File: config.mk
export PLATFORM = sky130hd
export DESIGN_NAME = ncr_core
export DESIGN_NICKNAME = d
export VERILOG_FILES = /design/src/logic/ncr_pkg.sv /design/src/logic/ncr_alu.sv /design/src/logic/ncr_core.sv /design/src/logic/ncr_stack.sv
export SDC_FILE = /design/constraint.sdc
export NUM_CORES = 1
export LEC_CHECK = 0
export BUFFER_PORTS_ARGS = -buffer_cell sky130_fd_sc_hd__buf_2
export CORE_ASPECT_RATIO = 0.75
export CORE_MARGIN = 2
export CORE_UTILIZATION = 60
export DETAILED_ROUTE_END_ITERATION = 12
export PLACE_DENSITY = 0.82
export SYNTH_ARGS = -nofsm -noshare
export SYNTH_HDL_FRONTEND = slang
export SYNTH_SLANG_ARGS = --single-unit
export TNS_END_PERCENT = 1
File: constraint.sdc
create_clock -name ref_clk -period 6.2 [get_ports ref_clk]
set_input_delay 1.24 -clock ref_clk [delete_from_list [all_inputs] [get_ports ref_clk]]
set_output_delay 1.24 -clock ref_clk [all_outputs]
set_load 0.005 [all_outputs]
File: src/logic/ncr_pkg.sv
// Shared constants and types for the nibble CPU core registers
package ncr_pkg;

  localparam int DW      = 4;   // Data nibble width
  localparam int EW      = 8;   // Transfer register width
  localparam int PW      = 3;   // Table pointer width
  localparam int OFSW    = 7;   // In-page offset width
  localparam int PAGE_WORDS = 128;
  localparam int PGW     = 5;   // Page select width
  localparam int PCW     = PGW + OFSW;
  localparam int RW      = 10;  // Program word width
  localparam int SPW     = 3;   // Stack pointer width
  localparam int SDEPTH  = 8;   // Return stack levels
  localparam int DPW     = 8;   // Data pointer width
  localparam int IMMW    = 8;
  localparam int CLK_DIV = 3;   // System clocks per machine cycle
  localparam logic [1:0] PH_LAST = 2'(CLK_DIV - 1);
  localparam int TBL_HI  = RW - 1;  // Upper table bits of a program word
  localparam int TBL_LO  = RW - 2;

  typedef enum logic [5:0] {
    OP_NOP, OP_ADD_IMM, OP_ADD_MEM, OP_ADD_MEM_C, OP_AND_MEM, OP_OR_MEM,
    OP_CMP_MEM, OP_SET_BIT, OP_CLR_BIT, OP_TEST_BIT, OP_ROT_R, OP_SET_C,
    OP_CLR_C, OP_LD_A_IMM, OP_XCH_AB, OP_BA_TO_E, OP_E_TO_BA, OP_LD_DP,
    OP_PORT_IN, OP_PORT_OUT, OP_STORE_A, OP_TABLE, OP_JMP_REGS,
    OP_CALL_REGS, OP_JMP, OP_CALL, OP_RET, OP_RET_SKIP, OP_SET_UPT,
    OP_CLR_UPT, OP_SP_TO_A, OP_INT_ENTRY, OP_INT_RET
  } ncr_op_e;

  typedef struct packed {
    ncr_op_e           op;
    logic [IMMW-1:0]   imm;   // Immediate, page in low bits for table ops
    logic [1:0]        bsel;  // Bit select
    logic [1:0]        len;   // Instruction length in words
    logic [PCW-1:0]    tgt;   // Branch, call or vector target
  } ncr_instr_s;

  typedef struct packed {
    logic [DPW-1:0] dp;
    logic           cy;
    logic           skip;
    logic [DW-1:0]  acc;
    logic [DW-1:0]  b;
  } ncr_ctx_s;

  typedef struct packed {
    logic [1:0]     phase;
    logic [PCW-1:0] pc;
    logic [DW-1:0]  acc;
    logic [DW-1:0]  b;
    logic [EW-1:0]  e;
    logic [PW-1:0]  d;
    logic [DPW-1:0] dp;
    logic           cy;
    logic           skip;
    logic           upper_table_bits_flag;
    ncr_ctx_s       ctx;
    logic [PCW-1:0] rom_addr;
    logic           ram_we;
    logic [DW-1:0]  ram_wdata;
    logic           port_we;
    logic [DW-1:0]  port_out;
  } ncr_core_s;

  typedef struct packed {
    logic [SPW-1:0]                sp;
    logic [SDEPTH-1:0][PCW-1:0]    ent;
  } ncr_stack_s;

  localparam ncr_core_s  CORE_RST  = '0;
  localparam ncr_stack_s STACK_RST = '0;

endpackage

File: src/logic/ncr_alu.sv
// Four-bit arithmetic and logic unit of the core
`timescale 1ns/100ps
module ncr_alu
  import ncr_pkg::*;
(
  input  wire ncr_op_e        op,     // Operation
  input  wire logic [DW-1:0]  acc,    // Accumulator operand
  input  wire logic [DW-1:0]  mem,    // RAM operand
  input  wire logic [DW-1:0]  imm,    // Immediate operand
  input  wire logic [1:0]     bsel,   // Bit select
  input  wire logic           cy_in,  // Carry in
  output logic [DW-1:0]       res,    // Result nibble
  output logic                cout,   // Carry out of the sum
  output logic                cond    // Skip condition
);

  function automatic logic [DW-1:0] bit_mask(input logic [1:0] s);
    bit_mask = DW'(1) << s;
  endfunction

  logic [DW:0] sum;

  always_comb
  begin
    sum  = '0;
    res  = acc;
    cout = 1'b0;
    cond = 1'b0;
    case (op)
      OP_ADD_IMM:   sum = {1'b0, acc} + {1'b0, imm};
      OP_ADD_MEM:   sum = {1'b0, acc} + {1'b0, mem};
      OP_ADD_MEM_C: sum = {1'b0, acc} + {1'b0, mem} + {4'h0, cy_in};
      OP_AND_MEM:   res = acc & mem;
      OP_OR_MEM:    res = acc | mem;
      OP_CMP_MEM:   cond = (acc == mem);
      OP_SET_BIT:   res = mem | bit_mask(bsel);
      OP_CLR_BIT:   res = mem & ~bit_mask(bsel);
      OP_TEST_BIT:  cond = ((mem & bit_mask(bsel)) == '0);
      OP_ROT_R:     res = {cy_in, acc[DW-1:1]};
      default:      res = acc;
    endcase
    if (op == OP_ADD_IMM || op == OP_ADD_MEM || op == OP_ADD_MEM_C)
    begin
      res  = sum[DW-1:0];
      cout = sum[DW];
    end
  end

endmodule

File: src/logic/ncr_core.sv
// Register and sequencing datapath of the nibble CPU core
//
// Function
// - ALU does 4-bit add, compare, AND, OR, bits
// - Accumulator is the 4-bit working register
// - Carry-add sets carry flag on carry out
// - Plain adds leave the carry flag alone
// - Rotate right moves accumulator bit 0 to carry
// - Set and clear carry operations force the flag
// - Transfer register pairs temporary high, accumulator low
// - Pointer plus accumulator form in-page ROM address
// - Upper table mode loads ROM top bits
// - Without upper table mode pointer stays unchanged
// - Upper table flag set, cleared, zero at reset
// - Eight stack entries saved on call, interrupt, table
// - Depth pointer tracks nesting, copies to accumulator
// - Interrupt entry saves data pointer, carry, skip, accumulator, temporary
// - Only interrupt entry writes the context save
// - Skip flag steers skips, kept across interrupts
// - Counter advances by length or loads targets
// - Counter splits into page and in-page offset
// - Offset 127 rolls to next page start
// - Machine cycle equals three system clocks
// - Pages hold 128 words, offset is 7 bits
`timescale 1ns/100ps
module ncr_core
  import ncr_pkg::*;
(
  input  wire logic            ref_clk,   // System clock, 250 MHz
  input  wire logic            rst,       // Sync reset, active high
  input  wire logic            ce,        // Clock enable, freezes state
  input  wire ncr_instr_s      instr,     // Decoded instruction
  input  wire logic [DW-1:0]   mem_data,  // RAM word at data pointer
  input  wire logic [DW-1:0]   port_in,   // Port input nibble
  input  wire logic [RW-1:0]   rom_word,  // Program word at rom_addr
  output logic [1:0]           mc_phase,  // Phase within machine cycle
  output logic [PCW-1:0]       pc,        // Program counter
  output logic [PGW-1:0]       pc_page,   // Page select part of pc
  output logic [OFSW-1:0]      pc_ofs,    // In-page offset part of pc
  output logic [DW-1:0]        acc,       // Accumulator
  output logic [DW-1:0]        tmp_b,     // Temporary register
  output logic [EW-1:0]        xfer_e,    // Transfer register
  output logic [PW-1:0]        tbl_ptr,   // Table pointer register
  output logic [DPW-1:0]       dptr,      // Data pointer
  output logic                 carry,     // Carry flag
  output logic                 skip,      // Skip flag
  output logic                 upper_table_bits_flag,      // Upper table bits flag
  output logic [SPW-1:0]       stk_lvl,   // Stack depth pointer
  output logic [PCW-1:0]       rom_addr,  // Table lookup address
  output logic                 ram_we,    // RAM write pulse
  output logic [DW-1:0]        ram_wdata, // RAM write data
  output logic                 port_we,   // Port write pulse
  output logic [DW-1:0]        port_out   // Port output nibble
);

  ncr_core_s      q;
  ncr_core_s      n;
  logic           last;
  logic           go;
  logic [PCW-1:0] pc_seq;
  logic [PCW-1:0] regs_tgt;
  logic [DW-1:0]  alu_res;
  logic           alu_cout;
  logic           alu_cond;
  logic           st_push;
  logic           st_pop;
  logic           st_save;
  logic [PCW-1:0] st_wdata;
  logic [PCW-1:0] st_top;
  logic [SPW-1:0] st_sp;

  ncr_alu u_alu (
    .op    (instr.op),
    .acc   (q.acc),
    .mem   (mem_data),
    .imm   (instr.imm[DW-1:0]),
    .bsel  (instr.bsel),
    .cy_in (q.cy),
    .res   (alu_res),
    .cout  (alu_cout),
    .cond  (alu_cond)
  );

  ncr_stack u_stack (
    .ref_clk (ref_clk),
    .rst     (rst),
    .ce      (ce),
    .push    (st_push),
    .pop     (st_pop),
    .save    (st_save),
    .wdata   (st_wdata),
    .top     (st_top),
    .sp      (st_sp)
  );

  // Instructions execute only on the last clock of a machine cycle; the table lookup address loads on every clock of a table op
  assign last = (q.phase == PH_LAST);
  // A pending skip turns any instruction but interrupt entry into a no-op
  assign go   = last && !(q.skip && instr.op != OP_INT_ENTRY);
  // Plain add: in-page offset overflows into page select
  assign pc_seq   = q.pc + PCW'(instr.len);
  assign regs_tgt = {instr.imm[PGW-1:0], q.d, q.acc};

  always_comb
  begin
    n        = q;
    n.ram_we  = 1'b0;
    n.port_we = 1'b0;
    st_push  = 1'b0;
    st_pop   = 1'b0;
    st_save  = 1'b0;
    st_wdata = pc_seq;
    n.phase  = last ? 2'h0 : q.phase + 2'h1;
    if (instr.op == OP_TABLE)
      n.rom_addr = regs_tgt;
    if (last)
    begin
      n.pc = pc_seq;
      if (!go)
        n.skip = 1'b0;
    end
    if (go)
    begin
      case (instr.op)
        OP_ADD_IMM, OP_ADD_MEM:
          n.acc = alu_res;
        OP_ADD_MEM_C:
        begin
          n.acc = alu_res;
          n.cy  = alu_cout;
        end
        OP_AND_MEM, OP_OR_MEM:
          n.acc = alu_res;
        OP_CMP_MEM, OP_TEST_BIT:
          n.skip = alu_cond;
        OP_SET_BIT, OP_CLR_BIT:
        begin
          n.ram_we    = 1'b1;
          n.ram_wdata = alu_res;
        end
        OP_STORE_A:
        begin
          n.ram_we    = 1'b1;
          n.ram_wdata = q.acc;
        end
        OP_ROT_R:
        begin
          n.acc = alu_res;
          n.cy  = q.acc[0];
        end
        OP_SET_C:
          n.cy = 1'b1;
        OP_CLR_C:
          n.cy = 1'b0;
        OP_LD_A_IMM:
          n.acc = instr.imm[DW-1:0];
        OP_XCH_AB:
        begin
          n.acc = q.b;
          n.b   = q.acc;
        end
        OP_BA_TO_E:
          n.e = {q.b, q.acc};
        OP_E_TO_BA:
        begin
          n.b   = q.e[EW-1:DW];
          n.acc = q.e[DW-1:0];
        end
        OP_LD_DP:
          n.dp = instr.imm;
        OP_PORT_IN:
          n.acc = port_in;
        OP_PORT_OUT:
        begin
          n.port_we  = 1'b1;
          n.port_out = q.acc;
        end
        OP_TABLE:
        begin
          // Return address lands in the current entry; the depth pointer does not move
          st_save = 1'b1;
          n.acc   = rom_word[DW-1:0];
          n.b     = rom_word[2*DW-1:DW];
          if (q.upper_table_bits_flag)
            n.d = {1'b0, rom_word[TBL_HI:TBL_LO]};
        end
        OP_JMP_REGS:
          n.pc = {q.pc[PCW-1:OFSW], q.d, q.acc};
        OP_CALL_REGS:
        begin
          st_push = 1'b1;
          n.pc    = regs_tgt;
        end
        OP_JMP:
          n.pc = instr.tgt;
        OP_CALL:
        begin
          st_push = 1'b1;
          n.pc    = instr.tgt;
        end
        OP_RET, OP_RET_SKIP:
        begin
          st_pop = 1'b1;
          n.pc   = st_top;
          n.skip = (instr.op == OP_RET_SKIP);
        end
        OP_SET_UPT:
          n.upper_table_bits_flag = 1'b1;
        OP_CLR_UPT:
          n.upper_table_bits_flag = 1'b0;
        OP_SP_TO_A:
          n.acc = {1'b0, st_sp};
        OP_INT_ENTRY:
        begin
          st_push  = 1'b1;
          st_wdata = q.pc;
          n.ctx    = '{dp: q.dp, cy: q.cy, skip: q.skip,
                       acc: q.acc, b: q.b};
          n.skip   = 1'b0;
          n.pc     = instr.tgt;
        end
        OP_INT_RET:
        begin
          st_pop = 1'b1;
          n.pc   = st_top;
          n.dp   = q.ctx.dp;
          n.cy   = q.ctx.cy;
          n.skip = q.ctx.skip;
          n.acc  = q.ctx.acc;
          n.b    = q.ctx.b;
        end
        default:
          n.pc = pc_seq;
      endcase
    end
  end

  always_ff @(posedge ref_clk)
  begin
    if (rst)
      q <= CORE_RST;
    else if (ce)
      q <= n;
  end

  assign mc_phase  = q.phase;
  assign pc        = q.pc;
  assign pc_page   = q.pc[PCW-1:OFSW];
  assign pc_ofs    = q.pc[OFSW-1:0];
  assign acc       = q.acc;
  assign tmp_b     = q.b;
  assign xfer_e    = q.e;
  assign tbl_ptr   = q.d;
  assign dptr      = q.dp;
  assign carry     = q.cy;
  assign skip      = q.skip;
  assign upper_table_bits_flag      = q.upper_table_bits_flag;
  assign stk_lvl   = st_sp;
  assign rom_addr  = q.rom_addr;
  assign ram_we    = q.ram_we;
  assign ram_wdata = q.ram_wdata;
  assign port_we   = q.port_we;
  assign port_out  = q.port_out;
endmodule

File: src/logic/ncr_stack.sv
// Eight-level return stack with its depth pointer
`timescale 1ns/100ps
module ncr_stack
  import ncr_pkg::*;
(
  input  wire logic            ref_clk, // System clock
  input  wire logic            rst,     // Sync reset, active high
  input  wire logic            ce,      // Clock enable
  input  wire logic            push,    // Store and go one level deeper
  input  wire logic            pop,     // Go one level back
  input  wire logic            save,    // Store at current level, no move
  input  wire logic [PCW-1:0]  wdata,   // Address to store
  output logic [PCW-1:0]       top,     // Address at the level below sp
  output logic [SPW-1:0]       sp       // Current nesting level
);

  ncr_stack_s q;
  ncr_stack_s n;

  // Overflow simply wraps the pointer and overwrites the oldest entry
  always_comb
  begin
    n = q;
    if (push || save)
      n.ent[q.sp] = wdata;
    if (push)
      n.sp = q.sp + SPW'(1);
    else if (pop)
      n.sp = q.sp - SPW'(1);
  end

  always_ff @(posedge ref_clk)
  begin
    if (rst)
      q <= STACK_RST;
    else if (ce)
      q <= n;
  end

  assign top = q.ent[q.sp - SPW'(1)];
  assign sp  = q.sp;

endmodule

==> flow_summary.toml, run 1 <==
[status]
outcome = "completed"

[routing]
drtPass1Iterations = 6
wire_per_inst_um = 20.0
antenna_left = 0
viasPerCell = 6.46
drc = 0
first_iter_violations = 1235
drt-total-wl_um = 27900
vias = 9037

[pwr]
power.share.sequential = 0.479
leakagePower_uw = 0.00408
power_frac_clock = 0.455
intPower_uw = 1800
p_sw_frac = 0.265
p_sw_uw = 649
power.share.combinational = 0.066
p_per_area_nw_per_um2 = 226
peakVddDrop_v = 0.000218

[synthesis]
yosys-top-cells-count = "dfxtp_1, nor2_1, nand2_1"
synth-edff-count = 0
netlist_area_um2 = 10100
ys_seq_area_frac = 0.358
async_flop_share = 0
synth-warning-count = 0
synth_ff_type = "dfxtp_1"
synth-seq-cells = 181
syn_avg_cell_area_um2 = 8.66
yosysTopAreaCell = "dfxtp_1"
synth_cell_type_count = 71
synthCells = 1170
yosys.area.top_type_share = 0.358
synth_area_leaders = "dfxtp_1, a211oi_1, buf_4"
yosys.cell_count.top_type = "dfxtp_1"

[floorplanning]
die_height_um = 117
io_pins = 132
initial_core_util = 0.608
die_x_um = 154
core_area_um2 = 16700
dieArea_um2 = 18000
fp-row-count = 41

[clock_tree]
cts_resized = 0
cts_setup_buffers = 0
clock_path_buffers = 2
htreeDepth = 4
cts_tree = "yes"
cts_buffers = 17
clock-root-buffer = "clkbuf_16"
ctsHoldBuffers = 0
clk_pin_slew_worst_paths_ps = 70
cts_sinks = 181
insertion_delay_ps = 440

[grt]
grt_antenna_before_repair = 0
grt_usage = 0.316
grt_pass1_vias = 8099
grt_max_degree = 78
grt-ovfl-total = 0
grt_pass1_wl_um = 44400

[sta]
rsz0062_at_grt = "no"
finalCriticalPeriod_ps = 4040
fmax_ghz = 0.248
slew_headroom = 0.220
worst_pin_slew_ps = 1160
final_hold_viol_count = 0
final.setup.worst_slack_ps = 2160
fin_tns_setup_ps = 0
slew_viol_final = 0
finalClockSkew_ps = 12.1
setup_viol = 0
min_period_over_period = 0.652

[placed_design]
port_buffers = 129
post_dp_cell_area_um2 = 10200
place_ws_ps = 1850
place.gp.congestion = 1.02
placed_cells = 1366
hpwl_um = 19700

[worst_hold_path]
hold_path.class = "flip-flop to flip-flop"

[final_layout]
drive_above_1_share = 0.189
finalNonFillerCells = 1398
fillers = 1354
final_util = 0.649
nets = 1238
synthToLayoutAreaGrowth_pct = 6.77
diodes = 0
post-route-cell-area_um2 = 10800
seqCellArea_um2 = 3620
multi_input_area_um2 = 5520

[setup_path]
end_kind = "flip-flop"
cp.required_ps = 6540
cp.arrival_ps = 4380
startpoint_type = "primary input"
path_buf_inv = 1
crit_chain = "buf_2 > nand2_1 > o21a_1 > a2111o_4 > nor4_4 > nor2_1 > a211oi_1"
cp_top_family = "simple AND/OR/NAND/NOR gates"
critPathSlowestCell = "nor4_4"
slowest_delay_ps = 900
path_class = "primary input to flip-flop"
critPathMaxFanout = 33

[job]
drv_cap = 0
[placed cells by master, fill, tap and decap left out, types with 6 or more instances in the layout]
| cell | n |
|---|---|
| a211oi_1 | 95 |
| a21o_1 | 20 |
| a21oi_1 | 65 |
| a221oi_1 | 11 |
| a222oi_1 | 9 |
| a22oi_1 | 21 |
| a311oi_1 | 8 |
| a31oi_1 | 7 |
| a32oi_1 | 6 |
| and3_1 | 6 |
| buf_2 | 128 |
| buf_4 | 13 |
| clkbuf_16 | 17 |
| dfxtp_1 | 180 |
| ha_1 | 14 |
| inv_1 | 16 |
| mux2i_1 | 41 |
| mux4_2 | 25 |
| nand2_1 | 103 |
| nand3_1 | 23 |
| nor2_1 | 166 |
| nor2b_1 | 11 |
| nor3_1 | 20 |
| nor3b_1 | 20 |
| o21ai_0 | 33 |
| or2_2 | 6 |
| xnor2_1 | 12 |
| xor2_1 | 9 |
[cell families (layout without fill, tap and decap cells)]
family	Yosys count	in the layout	synth area share
xor+xnor	21	21	0.0182
compound gates	304	304	0.209
fa+ha+maj	17	17	0.0232
flops	181	181	0.358
simple gates	402	402	0.195
mux	67	67	0.0972
buf+inv	177	189	0.0993
other cells	1	2	0.000370
[flip-flops by register name, indices dropped and copies added, names as in the netlist, 8 cells and up]
signal	cells
u_stack.q	96
q	18
rom_addr	11
xfer_e	8
dptr	8
pc	12
[per-stage QoR]
stage               hold slack [ps]  power [uW]
global placement                441        1350
CTS                             454        2450
detailed placement              444        1350
finish                          454        2450
floorplan                       436        1300
global route                    475        2520
[cell type report]
| cell class | count | area share |
|---|---|---|
| multi-input combinational | 813 | 0.510 |
| clock inverter | 15 | 0.0169 |
| timing repair buffer | 141 | 0.0682 |
| tap | 215 | 0.0249 |
| inverter | 16 | 0.00555 |
| sequential | 181 | 0.335 |
| clock buffer | 17 | 0.0393 |
[worst register-to-register path: cells and delay by family (launching register included)]
kind / cells / cell delay [ps]
compound gates: 2 / 960
flops: 1 / 420
simple gates: 4 / 2010
[power groups by stage]
stage | logic [uW] | clock network [uW] | registers [uW]
after floorplan | 107 | 0 | 1200
after global placement | 155 | 0 | 1200
after detailed placement | 156 | 0 | 1200
after CTS | 157 | 1120 | 1170
after global routing | 174 | 1170 | 1170
final | 163 | 1110 | 1170
[final timing paths]
check | from | endpoint | slack, ps | depth (start not counted)
worst min-delay path | rom_addr[10]$_SDFFE_PP0P_ | rom_addr[10]$_SDFFE_PP0P_ | 450 | 2
worst max-delay path | instr[24] | u_stack.q[4]$_SDFFE_PP0P_ | 2160 | 7
worst min register to register | rom_addr[10]$_SDFFE_PP0P_ | rom_addr[10]$_SDFFE_PP0P_ | 450 | 2
worst max register to register | mc_phase[1]$_SDFFE_PP0P_ | u_stack.q[4]$_SDFFE_PP0P_ | 2700 | 6
[metal layers]
metal / part of all wire / wire length, um / up-vias / global-route usage
li1: - / - / 4199 / -
met1: 0.46 / 12800 / 4242 / 0.461
met2: 0.41 / 11300 / 527 / 0.451
met3: 0.11 / 3040 / 69 / 0.0820
met4: 0.026 / 722 / 0 / 0.114
met5: 0 / 0 / - / 0
(Power assumes the default switching activity.)
==> run 2: changes to the inputs <==
--- a/config.mk
+++ b/config.mk
@@ -8,9 +8,9 @@
 export BUFFER_PORTS_ARGS = -buffer_cell sky130_fd_sc_hd__buf_2
 export CORE_ASPECT_RATIO = 0.75
 export CORE_MARGIN = 2
-export CORE_UTILIZATION = 60
+export CORE_UTILIZATION = 59
 export DETAILED_ROUTE_END_ITERATION = 12
-export PLACE_DENSITY = 0.82
+export PLACE_DENSITY = 0.81
 export SYNTH_ARGS = -nofsm -noshare
 export SYNTH_HDL_FRONTEND = slang
 export SYNTH_SLANG_ARGS = --single-unit
==> constraint.sdc (replaced) <==
create_clock -name ref_clk -period 3.74 [get_ports ref_clk]
set_input_delay 0.748 -clock ref_clk [delete_from_list [all_inputs] [get_ports ref_clk]]
set_output_delay 0.748 -clock ref_clk [all_outputs]
set_load 0.005 [all_outputs]
==> run 2 against run 1 <==
  * Cell count is 2.4% higher
  * Register-to-register slack worse by 1700 ps
  * Non-clock buffer count is 34 higher
  * Design area is 2.4% higher
  * Clock power is 59% higher
  * Global-route usage is 0.24 points lower
==> flow_summary.toml, run 2 (synthesis results as in run 1) <==
[status]
outcome = "completed"

[pwr]
power_frac_clock = 0.443
p_per_area_nw_per_um2 = 362
p_sw_uw = 1080
power.share.combinational = 0.072
p_sw_frac = 0.269
power.share.sequential = 0.485
peakVddDrop_v = 0.000292
leakagePower_uw = 0.00424
intPower_uw = 2930

[final_layout]
fillers = 1373
seqCellArea_um2 = 3620
final_common_cell = "dfxtp_1"
synthToLayoutAreaGrowth_pct = 9.30
top_register = "u_stack.q"
multi_input_area_um2 = 5520
largest_register_ffs = 96
nets = 1272
drive_above_1_share = 0.211
diodes = 0
final_cell_mix = "dfxtp_1, nor2_1, buf_2"

[routing]
first_iter_violations = 1336
wire_per_inst_um = 20.2
drtPass1Iterations = 6
antenna_left = 0
drc = 0
drt-total-wl_um = 29000
viasPerCell = 6.43
vias = 9208

[setup_path]
crit_chain = "buf_2 > nand2_1 > o21a_1 > a2111o_4 > nor4_4 > buf_4 > nor2_1 > a211oi_1"
path_buf_inv = 2
critPathSlowestCell = "a2111o_4"
path_class = "primary input to flip-flop"
cp_top_family = "compound AO/OA/AOI/OAI gates"
cp.arrival_ps = 3150
startpoint_type = "primary input"
cp.required_ps = 4080
slowest_delay_ps = 630
critPathMaxFanout = 23
end_kind = "flip-flop"

[floorplanning]
core_area_um2 = 16800
initial_core_util = 0.602
io_pins = 132
die_x_um = 155
fp-row-count = 41
dieArea_um2 = 18200
die_height_um = 117

[sta]
finalClockSkew_ps = 12.8
final_hold_viol_count = 0
fmax_ghz = 0.356
rsz0062_at_grt = "no"
fin_tns_setup_ps = 0
slew_headroom = 0.351
slew_viol_final = 0
min_period_over_period = 0.750
finalCriticalPeriod_ps = 2810
setup_viol = 0
worst_pin_slew_ps = 967
hold_ws_ps = 456

[grt]
grt_pass1_vias = 8253
grt_usage = 0.314
grt_pass1_wl_um = 45100
grt-ovfl-total = 0
grt_antenna_before_repair = 0
grt_max_degree = 67

[clock_tree]
clock_path_buffers = 2
cts_sinks = 181
cts_tree = "yes"
insertion_delay_ps = 440
cts_resized = 0
cts_buffers = 17
clock-root-buffer = "clkbuf_16"
clk_pin_slew_worst_paths_ps = 70
htreeDepth = 4
ctsHoldBuffers = 0
cts_setup_buffers = 0

[placed_design]
hpwl_um = 20600
place.gp.congestion = 0.957
port_buffers = 129

[worst_hold_path]
hold_path.class = "flip-flop to flip-flop"

[job]
drv_cap = 0
==> run 2: path summary, 6_finish.rpt <==
kind | startpoint | endpoint | slack, ps | cells past startpoint
setup / recovery | instr[24] | u_stack.q[7]$_SDFFE_PP0P_ | 930 | 8
hold / removal | rom_addr[4]$_SDFFE_PP0P_ | rom_addr[4]$_SDFFE_PP0P_ | 460 | 2
setup reg to reg | mc_phase[1]$_SDFFE_PP0P_ | u_stack.sp[2]$_SDFFE_PP0P_ | 990 | 7
hold reg to reg | rom_addr[4]$_SDFFE_PP0P_ | rom_addr[4]$_SDFFE_PP0P_ | 460 | 2
==> run 2: power groups by stage <==
stage	Sequential [uW]	Clock [uW]	Combinational [uW]
floorplan	1980	0	178
global placement	1990	0	273
detailed placement	1990	0	277
CTS	1940	1790	279
global route	1940	1870	309
finish	1940	1770	290
==> run 2: tightest hold or removal path, cell delays in order (launching register included) <==
cell     delay [ps]
dfxtp_1         310
nand2_1          50
a21oi_1          50
==> run 2: metal layers <==
metal | wire, um | up-vias | track usage | part of all wire
met4 | 856 | 0 | 0.0940 | 0.030
met3 | 3560 | 72 | 0.0733 | 0.12
met5 | 0 | - | 0 | 0
met1 | 12700 | 4299 | 0.475 | 0.44
met2 | 11900 | 584 | 0.441 | 0.41
li1 | - | 4253 | - | -
==> run 2: cell type report <==
type / count / area share
clock buffer: 18 / 0.0388
timing repair buffer: 175 / 0.0920
tap: 215 / 0.0243
sequential: 181 / 0.327
clock inverter: 14 / 0.0140
multi-input combinational: 813 / 0.498
inverter: 16 / 0.00542
==> run 2: stage by stage <==
step	instance area [um2]	total power, uW	worst slack [ps]	utilization	cells
2_1_floorplan	10100	2160	908	-	1171
3_3_place_gp	10500	2260	659	0.623	1400
3_5_place_dp	10500	2260	549	0.623	1400
4_1_cts	11100	4010	992	0.658	1432
5_1_grt	11100	4120	752	0.658	1432
6_report	11100	4010	934	0.658	1432
